===== src/rtl/lmg_pkg.sv =====
// Purpose: Shared constants and carriers for the line monitor global control bank
// Assumes: 8-bit register port, eight channels
// Notes: Offsets are byte addresses on the plain register port
package lmg_pkg;
    // Register offsets
    localparam logic [7:0] LMG_OFF_LOSS = 8'h04;
    localparam logic [7:0] LMG_OFF_SRST = 8'h0A;
    localparam logic [7:0] LMG_OFF_MON = 8'h0B;
    localparam logic [7:0] LMG_OFF_DLB = 8'h0C;
    localparam logic [7:0] LMG_OFF_LASS = 8'h0D;
    localparam logic [7:0] LMG_OFF_AAO = 8'h0E;
    localparam logic [7:0] LMG_OFF_GCTL = 8'h0F;
    // Reset value of every register
    localparam logic [7:0] LMG_RST_VAL = 8'h00;
    // Global control field positions
    localparam int LMG_G_AUTOINC = 7;
    localparam int LMG_G_RXAIS = 6;
    localparam int LMG_G_CODE = 4;
    localparam int LMG_G_DEPTH = 3;
    localparam int LMG_G_CORNER = 2;
    localparam int LMG_G_JAPOS = 0;
    // Monitor selector field: direction bit and channel
    localparam int LMG_M_DIR = 3;
    localparam int LMG_M_CH = 0;

    // Jitter attenuator placement
    typedef enum logic [1:0] {
        LMG_JA_OFF,
        LMG_JA_TX,
        LMG_JA_RX
    } lmg_ja_e;

    // Registered control outputs toward the datapaths
    typedef struct packed {
        logic mon_en;
        logic mon_tx;
        logic [2:0] mon_ch;
        logic [7:0] dlb;
        logic t1231;
        logic [7:0] etsi;
        logic [7:0] g775;
        logic [7:0] transmit_all_ones;
        logic [7:0] rx_ais;
        logic ami;
        logic depth64;
        logic corner_hi;
        lmg_ja_e ja_pos;
        logic wave_inc;
    } lmg_out_s;
endpackage : lmg_pkg


===== src/rtl/lmg_regs.sv =====
// Purpose: Monitor selector, loopback, loss standard, auto all-ones and global control
// Assumes: One 250 MHz clock, synchronous active-high reset, loss inputs from pins
// Notes: All control outputs are registered and lag a write by two cycles
`timescale 1ns/1ps

module lmg_regs
    import lmg_pkg::*;
(
    input wire logic clk_sys_i,
    input wire logic sys_rst_i,
    input wire logic [7:0] reg_addr_i,
    input wire logic [7:0] reg_wdata_i,
    input wire logic reg_wr_i,
    input wire logic reg_rd_i,
    output logic [7:0] reg_rdata_o,
    input wire logic t1_mode_i,
    input wire logic [7:0] los_pin_i,
    input wire logic [7:0] manual_all_ones_i,
    input wire logic wave_access_i,
    output logic monitor_en_o,
    output logic monitor_tx_o,
    output logic [2:0] monitor_ch_o,
    output logic [7:0] loopback_en_o,
    output logic los_t1231_o,
    output logic [7:0] los_etsi_o,
    output logic [7:0] los_g775_o,
    output logic [7:0] transmit_all_ones_o,
    output logic [7:0] rx_alarm_insert_o,
    output logic line_code_ami_o,
    output logic jitter_depth64_o,
    output logic jitter_corner_hi_o,
    output logic jitter_tx_o,
    output logic jitter_rx_o,
    output logic waveform_addr_inc_o
);

    // Whole state of the bank in one carrier
    typedef struct packed {
        logic [7:0] mon;
        logic [7:0] dlb;
        logic [7:0] lass;
        logic [7:0] aao;
        logic [7:0] gctl;
        logic [7:0] los_meta;
        logic [7:0] los_sync;
        logic [7:0] rdata;
        lmg_out_s out;
    } lmg_state_s;

    lmg_state_s st_reg; // Registered state
    lmg_state_s st_next; // Next state
    logic [7:0] code_sel; // Global line code copied to each channel
    logic [7:0] loss_qual; // Loss with automatic all-ones enable

    // Next-state logic: register port, synchroniser and output decode
    always_comb begin
        st_next = st_reg;
        st_next.rdata = LMG_RST_VAL; // Read data valid only one cycle
        // Two-stage sync; first stage feeds only the second
        st_next.los_meta = los_pin_i;
        st_next.los_sync = st_reg.los_meta;
        // Register writes
        if (reg_wr_i) begin
            unique case (reg_addr_i)
                LMG_OFF_MON: st_next.mon = reg_wdata_i;
                LMG_OFF_DLB: st_next.dlb = reg_wdata_i;
                LMG_OFF_LASS: st_next.lass = reg_wdata_i;
                LMG_OFF_AAO: st_next.aao = reg_wdata_i;
                LMG_OFF_GCTL: st_next.gctl = reg_wdata_i;
                LMG_OFF_SRST: begin
                    // Any value resets the whole bank
                    st_next.mon = LMG_RST_VAL;
                    st_next.dlb = LMG_RST_VAL;
                    st_next.lass = LMG_RST_VAL;
                    st_next.aao = LMG_RST_VAL;
                    st_next.gctl = LMG_RST_VAL;
                end
                default: begin
                    // Unmapped or read-only: write ignored
                end
            endcase
        end
        // Register reads, answered next cycle
        if (reg_rd_i) begin
            unique case (reg_addr_i)
                LMG_OFF_LOSS: st_next.rdata = st_reg.los_sync;
                LMG_OFF_MON: st_next.rdata = st_reg.mon;
                LMG_OFF_DLB: st_next.rdata = st_reg.dlb;
                LMG_OFF_LASS: st_next.rdata = st_reg.lass;
                LMG_OFF_AAO: st_next.rdata = st_reg.aao;
                LMG_OFF_GCTL: st_next.rdata = st_reg.gctl;
                default: st_next.rdata = LMG_RST_VAL; // Unmapped reads zero
            endcase
        end
        // Monitor routing; bits 7:4 are reserved and do not steer
        st_next.out.mon_ch = st_reg.mon[LMG_M_CH +: 3];
        st_next.out.mon_en = (st_reg.mon[LMG_M_CH +: 3] != 3'h0);
        st_next.out.mon_tx = st_reg.mon[LMG_M_DIR];
        st_next.out.dlb = st_reg.dlb;
        // Standard select only counts in E1 mode
        st_next.out.t1231 = t1_mode_i;
        st_next.out.etsi = t1_mode_i ? 8'h00 : st_reg.lass;
        st_next.out.g775 = t1_mode_i ? 8'h00 : ~st_reg.lass;
        st_next.out.transmit_all_ones = manual_all_ones_i | loss_qual;
        st_next.out.rx_ais = st_reg.gctl[LMG_G_RXAIS] ? st_reg.los_sync : 8'h00;
        st_next.out.ami = st_reg.gctl[LMG_G_CODE];
        st_next.out.depth64 = st_reg.gctl[LMG_G_DEPTH];
        st_next.out.corner_hi = st_reg.gctl[LMG_G_CORNER];
        // Both codes with bit 0 low decode as off
        unique case (st_reg.gctl[LMG_G_JAPOS +: 2])
            2'h1: st_next.out.ja_pos = LMG_JA_TX;
            2'h3: st_next.out.ja_pos = LMG_JA_RX;
            2'h0, 2'h2: st_next.out.ja_pos = LMG_JA_OFF;
        endcase
        // Step pulse is only as good as the enable order kept by software
        st_next.out.wave_inc = wave_access_i & st_reg.gctl[LMG_G_AUTOINC];
    end

    // Per-channel qualification of the automatic all-ones request
    genvar gi;
    generate
        for (gi = 0; gi < 8; gi++) begin : g_chan
            // Loss on channel gi only matters when its auto bit is set
            assign loss_qual[gi] = st_reg.aao[gi] & st_reg.los_sync[gi];
            // Per-channel line code view, kept global
            assign code_sel[gi] = st_reg.out.ami;
        end
    endgenerate

    // State register with synchronous reset
    always_ff @(posedge clk_sys_i) begin
        if (sys_rst_i) begin
            st_reg <= '0;
        end else begin
            st_reg <= st_next;
        end
    end

    // Outputs from flip-flops; attenuator enables decoded from the registered position
    assign reg_rdata_o = st_reg.rdata;
    assign monitor_en_o = st_reg.out.mon_en;
    assign monitor_tx_o = st_reg.out.mon_tx;
    assign monitor_ch_o = st_reg.out.mon_ch;
    assign loopback_en_o = st_reg.out.dlb;
    assign los_t1231_o = st_reg.out.t1231;
    assign los_etsi_o = st_reg.out.etsi;
    assign los_g775_o = st_reg.out.g775;
    assign transmit_all_ones_o = st_reg.out.transmit_all_ones;
    assign rx_alarm_insert_o = st_reg.out.rx_ais;
    assign line_code_ami_o = &code_sel;
    assign jitter_depth64_o = st_reg.out.depth64;
    assign jitter_corner_hi_o = st_reg.out.corner_hi;
    assign jitter_tx_o = (st_reg.out.ja_pos == LMG_JA_TX);
    assign jitter_rx_o = (st_reg.out.ja_pos == LMG_JA_RX);
    assign waveform_addr_inc_o = st_reg.out.wave_inc;
endmodule : lmg_regs


===== config.mk =====
export PLATFORM = sky130hd
export DESIGN_NAME = lmg_regs
export DESIGN_NICKNAME = d
export VERILOG_FILES = /design/src/rtl/lmg_pkg.sv /design/src/rtl/lmg_regs.sv
export SDC_FILE = /design/constraint.sdc
export NUM_CORES = 1
export LEC_CHECK = 0
export BUFFER_PORTS_ARGS = -buffer_cell sky130_fd_sc_hd__buf_2
export CORE_UTILIZATION = 40
export DETAILED_ROUTE_END_ITERATION = 8
export GPL_ROUTABILITY_DRIVEN = 0
export PLACE_DENSITY_LB_ADDON = 0.2
export SKIP_CTS_REPAIR_TIMING = 1
export SLEW_MARGIN = 5
export SYNTH_ARGS = -nofsm -noshare
export SYNTH_HDL_FRONTEND = slang
export SYNTH_SLANG_ARGS = --single-unit

===== constraint.sdc =====
create_clock -name clk_sys_i -period 2 [get_ports clk_sys_i]
set_input_delay 0.4 -clock clk_sys_i [delete_from_list [all_inputs] [get_ports clk_sys_i]]
set_output_delay 0.4 -clock clk_sys_i [all_outputs]
set_load 0.05 [all_outputs]

==> results of run 1 <==
==> synth_stat cells, types with 3 or more instances <==
master and instances:
a32oi_1 3, buf_2 5, clkbuf_1 12, a21oi_1 23, dfxtp_1 116, nand2_1 34
o21ai_0 8, nand3_1 28, inv_1 13, mux2_2 3, a22o_1 19, and3_1 4
buf_4 53, a31oi_1 4, nor2b_1 28, a22oi_1 4, and2_1 19, mux2i_1 16
nor2_1 19
==> worst reg2reg max path: stages, from the launching register on <==
cell     delay (ns)
dfxtp_1        0.34
mux2_2         0.29
a22o_1         0.19
a22oi_1        0.17
a21oi_1        0.10
==> routing by layer <==
layer / GRT usage [%] / vias up
met5: 0 / -
met2: 29.7 / 124
li1: - / 1570
met3: 4.97 / 7
met1: 25.7 / 1497
met4: 7.05 / 0
==> worst paths after layout <==
check	cells past startpoint	slack, ns	startpoint	endpoint
max	2	0.38	st_reg[2]	jitter_rx_o
min reg2reg	1	0.43	st_next[65]	st_reg[65]
min	2	0.1	los_pin_i[4]	st_next[64]
max reg2reg	4	0.77	st_reg[87]	reg_rdata_o[3]
==> layout make-up <==
type                       count  area, um2
clock inverter                12        201
inverter                      14       52.6
timing repair buffer         111        591
sequential                   116       2320
tap                          136        170
clock buffer                  20        445
multi-input combinational    239       1520
fill                         999       5160
==> power by group <==
part / total, uW / switching [uW] / internal, uW
Clock: 3270 / 1050 / 2220
Combinational: 281 / 197 / 84.5
Sequential: 2360 / 13.8 / 2350
Total: 5910 / 1260 / 4650
==> layout by cell type, fill, tap and decap left out, types with 3 or more instances in the layout <==
master     instances
a31oi_1            4
o21ai_0            8
a22o_1            19
and3_1             4
nand2_1           34
bufinv_16          5
clkbuf_8           3
nor2b_1           28
nand3_1           28
buf_2             97
nor2_1            19
and2_1            19
clkbuf_16         16
a21oi_1           23
a22oi_1            4
buf_4             14
inv_1             13
mux2_2             3
dfxtp_1          116
mux2i_1           16
a32oi_1            3
==> kinds of logic (layout without fill, tap and decap cells) <==
group,count (synthesis),after routing,share of synthesized area [%]
AOI/OAI and AO/OA,70,70,11.4
muxes,19,19,4.45
buffers and inverters,84,157,11.9
and+or+nand+nor,150,150,18.9
DFF,116,116,53.3
==> metrics by stage <==
step | area [um2] | setup slack [ns]
2_1_floorplan | 4360 | 0.401
3_3_place_gp | 4660 | 0.0706
3_5_place_dp | 4660 | 0.0292
4_1_cts | 5310 | 0.353
5_1_grt | 5310 | 0.316
6_report | 5310 | 0.377
==> impl_metrics.csv, run 1 <==
group,metric,value,unit
synthesis,synth_area_per_cell,9.93,um2
clocking,h-tree-depth,4,
floorplan,num_rows,37,
routing,via_per_inst,4.94,
timing,hold_viol,0,
critical_path,crit_family,"flip-flops",
hold_path,hold_path.class,"input pin to flip-flop",
routing,drt-pass1-iter-count,4,
critical_path,setup.worst_path.class,"flip-flop to output port",
run,maxCapViolations,0,
floorplan,core_area,0.0105,mm2
global_route,grt_max_degree,28,
final_layout,area_growth,21.7,%
floorplan,die_y,106,um
synthesis,synth_top_area_share,53.3,%
critical_path,path_cells,"nor2b_1 > buf_2",
routing,routed_wl,10.5,mm
global_route,grt.overflow.total,0,
final_layout,finalNetCount,537,
run_status,outcome,"finished clean",
synthesis,synthArstFlopShare,0,%
timing,rsz0062_at_grt,"false",
clocking,cts-root-buf,"clkbuf_8",
critical_path,cp_slowest_cell,"dfxtp_1",
synthesis,syn-num-nets,477,
synthesis,syn_area,0.00436,mm2
clocking,cts_buffers,17,
routing,drtIter0Drc,185,
critical_path,cp_data_required_time,1.60,ns
power_and_ir_drop,powerDensity,1110,mW/mm2
synthesis,yosysSeqAreaShare,53.3,%
routing,ant_nets,0,
timing,finalSetupTns,0,ns
global_route,antenna_found_initial,0,
critical_path,critPathCaptureType,"output port",
clocking,clk_path_buf_depth,2,
place,dp.cells,616,
synthesis,syn_inst,439,
routing,vias,3198,
critical_path,cp_max_fo,2,
routing,drc_errors,0,
place,io_buffers,97,
timing,worst_slew_pin_slew,0.707,ns
routing,wire_per_inst,16.2,um
routing,wl_met1,4.85,mm
timing,hold_slack,0.0963,ns
synthesis,yosysWarnings,0,
critical_path,path_buf_inv,1,
synthesis,synth_area_leaders,"dfxtp_1 (53%), buf_4 (9.1%), nor2b_1 (4.0%)",
place,hpwlAfterDp,7.62,mm
final_layout,drive_gt1_share,30.1,%
clocking,cts_tree,"yes",
routing,highest_layer,"met4",
floorplan,fp.dieW,106,um
synthesis,ys_types,40,
timing,fmax,0.616,GHz
final_layout,final_core_util,50.7,%
timing,fin_crit_sh,81.1,%
clocking,clk_transition_reported_paths,0.06,ns
critical_path,slowest_delay,0.32,ns
power_and_ir_drop,power.leakage,0.00243,uW
synthesis,ys.flop_type,"dfxtp_1",
clocking,clock_latency,0.51,ns
timing,setup_viol,0,
floorplan,die-area,0.0113,mm2
global_route,grt_pass1_vias,3092,
floorplan,ios,98,
routing,route.met3.wl,686,um
floorplan,start_util,41.7,%
final_layout,largest_reg_flops,35,
power_and_ir_drop,peakVddDrop,0.527,mV
synthesis,yosysTopAreaCell,"dfxtp_1",
final_layout,diodes,0,
final_layout,instances_no_fill,648,
timing,drv_slew,0,
power_and_ir_drop,total_power,5910,uW
timing,fin_crit,1.62,ns
critical_path,critPathLaunchType,"flip-flop",
timing,maxSlewHeadroom,52.8,%
global_route,gr-usage-all-layers,19.2,%
global_route,grt_pass1_wl,16.3,mm
clocking,clock_sinks,116,
critical_path,cp.arrival,1.22,ns
timing,skew,0.0103,ns
synthesis,synth_seq_cells,116,
synthesis,synth_edf_count,0,
routing,met2_length,4.86,mm
Power figures use the tool's default switching activity.
==> run 2, diff against run 1 <==
==> constraint.sdc (replaced) <==
create_clock -name clk_sys_i -period 1.68 [get_ports clk_sys_i]
set_input_delay 0.336 -clock clk_sys_i [delete_from_list [all_inputs] [get_ports clk_sys_i]]
set_output_delay 0.336 -clock clk_sys_i [all_outputs]
set_load 0.05 [all_outputs]
==> impl_metrics.csv, run 2 (synthesized netlist as in run 1, its figures left out) <==
group,metric,value,unit
final_layout,ff_latch_area,0.00232,mm2
routing,vias,3316,
timing,hold_slack,0.0294,ns
clocking,clock_latency,0.52,ns
timing,drv_slew,0,
final_layout,multiInputGateArea,0.00152,mm2
power_and_ir_drop,p_sw,1560,uW
timing,fin_crit,1.57,ns
routing,ant_nets,0,
global_route,grt_max_degree,43,
clocking,clk_path_buf_depth,2,
floorplan,ios,98,
clocking,cts-root-buf,"clkbuf_8",
routing,via_per_inst,4.97,
global_route,grt-busiest-layer,"met2",
power_and_ir_drop,p_sw_share,22.5,%
place,dp.cells,635,
final_layout,finalNetCount,556,
floorplan,die_y,106,um
critical_path,reg2reg_slack,0.48,ns
floorplan,fp.dieW,106,um
global_route,grt_use_met3,4.97,%
power_and_ir_drop,power.leakage,0.00251,uW
routing,routed_wl,10.6,mm
run_status,outcome,"finished clean",
final_layout,area_growth,24.8,%
floorplan,core_area,0.0105,mm2
timing,worst_slew_pin_slew,0.799,ns
routing,drt-pass1-iter-count,4,
routing,drc_errors,0,
critical_path,critPathCaptureType,"output port",
run,maxCapViolations,0,
global_route,grt.overflow.total,0,
clocking,h-tree-depth,4,
timing,maxSlewHeadroom,46.5,%
global_route,grt_pass1_wl,16.6,mm
floorplan,die-area,0.0113,mm2
power_and_ir_drop,seq_power_share,40.5,%
final_layout,final_common_cell,"dfxtp_1",
critical_path,critPathLaunchType,"flip-flop",
place,hpwlAfterDp,7.82,mm
global_route,use_met2,31.3,%
power_and_ir_drop,p_clk_share,54.3,%
clocking,clock_sinks,116,
final_layout,instances_no_fill,667,
hold_path,hold_start,"los_pin_i[4]",
timing,setup_viol,0,
power_and_ir_drop,intPower,5380,uW
floorplan,start_util,41.7,%
critical_path,setup.worst_path.class,"flip-flop to output port",
floorplan,num_rows,37,
timing,fin_crit_sh,93.4,%
power_and_ir_drop,comb_power_share,5.2,%
final_layout,n_fill_cell,1002,
final_layout,largest_reg_flops,35,
final_layout,drive_gt1_share,32.8,%
clocking,cts_tree,"yes",
timing,rsz0062_at_grt,"false",
critical_path,crit_start,"st_reg[1]",
place,io_buffers,97,
timing,fmax,0.637,GHz
global_route,gr-usage-all-layers,19.8,%
clocking,cts_buffers,17,
global_route,use_met1,25.4,%
critical_path,cp.arrival,1.23,ns
timing,hold_viol,0,
power_and_ir_drop,powerDensity,1280,mW/mm2
final_layout,diodes,0,
global_route,grt_pass1_vias,3209,
timing,skew,0.0124,ns
routing,drtIter0Drc,144,
critical_path,reg2reg_from,"st_reg[87]",
clocking,clk_transition_reported_paths,0.06,ns
power_and_ir_drop,peakVddDrop,0.619,mV
global_route,antenna_found_initial,0,
final_layout,mostFrequentLayoutCells,"dfxtp_1 (116), buf_2 (97), nand2_1 (34)",
critical_path,cp_max_fo,2,
critical_path,cp_data_required_time,1.34,ns
hold_path,hold_path.class,"input pin to flip-flop",
routing,wire_per_inst,15.9,um
[run 2: cell count changes in the layout (fill, tap and decap cells not counted), sizes merged]
cell	previous run	this run
buf	111	130
inv	14	17
clkbuf	20	18
clkinv	5	3
clkinvlp	2	4
bufinv	5	4
[run 2: per-layer routing]
metal  part of all wire, %  vias to the layer above
li1                      -                     1621
met1                    44                     1549
met2                    47                      121
met3                   6.7                       25
met4                   2.4                        0
met5                     0                        -
[run 2: worst paths after layout]
check / end / cells after the start
worst min register to register: st_reg[67] / 1
worst max register to register: reg_rdata_o[3] / 4
worst max-delay path: jitter_tx_o / 2
worst min-delay path: st_next[64] / 2
[run 2: layout make-up]
type | instances | area share [%]
Clock buffer | 18 | 7.86
Inverter | 14 | 0.966
Timing Repair Buffer | 130 | 13.7
Sequential cell | 116 | 42.7
Clock inverter | 14 | 3.66
Multi-Input combinational cell | 239 | 28.0
Tap cell | 136 | 3.13
[run 2: power by group through the flow]
stage | registers [uW] | clock network, uW | logic, uW
after floorplan | 2870 | 0 | 228
after global placement | 2870 | 0 | 359
after detailed placement | 2870 | 0 | 361
after CTS | 2810 | 3830 | 363
after global routing | 2810 | 3950 | 391
final | 2810 | 3770 | 362
[run 2: critical path, stage by stage, from the launching register on]
cell     delay (ns)
dfxtp_1        0.32
nor2b_1        0.13
buf_2          0.27
[run 2: through the flow]
stage	utilization, %	total power [uW]	cell area (um2)	setup slack (ns)	setup TNS [ns]
after floorplan	-	3100	4360	0.145	0
after global placement	46.0	3230	4810	-0.112	-1.52
after detailed placement	46.0	3230	4810	-0.151	-2.84
after CTS	52.0	7000	5440	0.0823	0
after global routing	52.0	7160	5440	0.0296	0
final	52.0	6940	5440	0.110	0
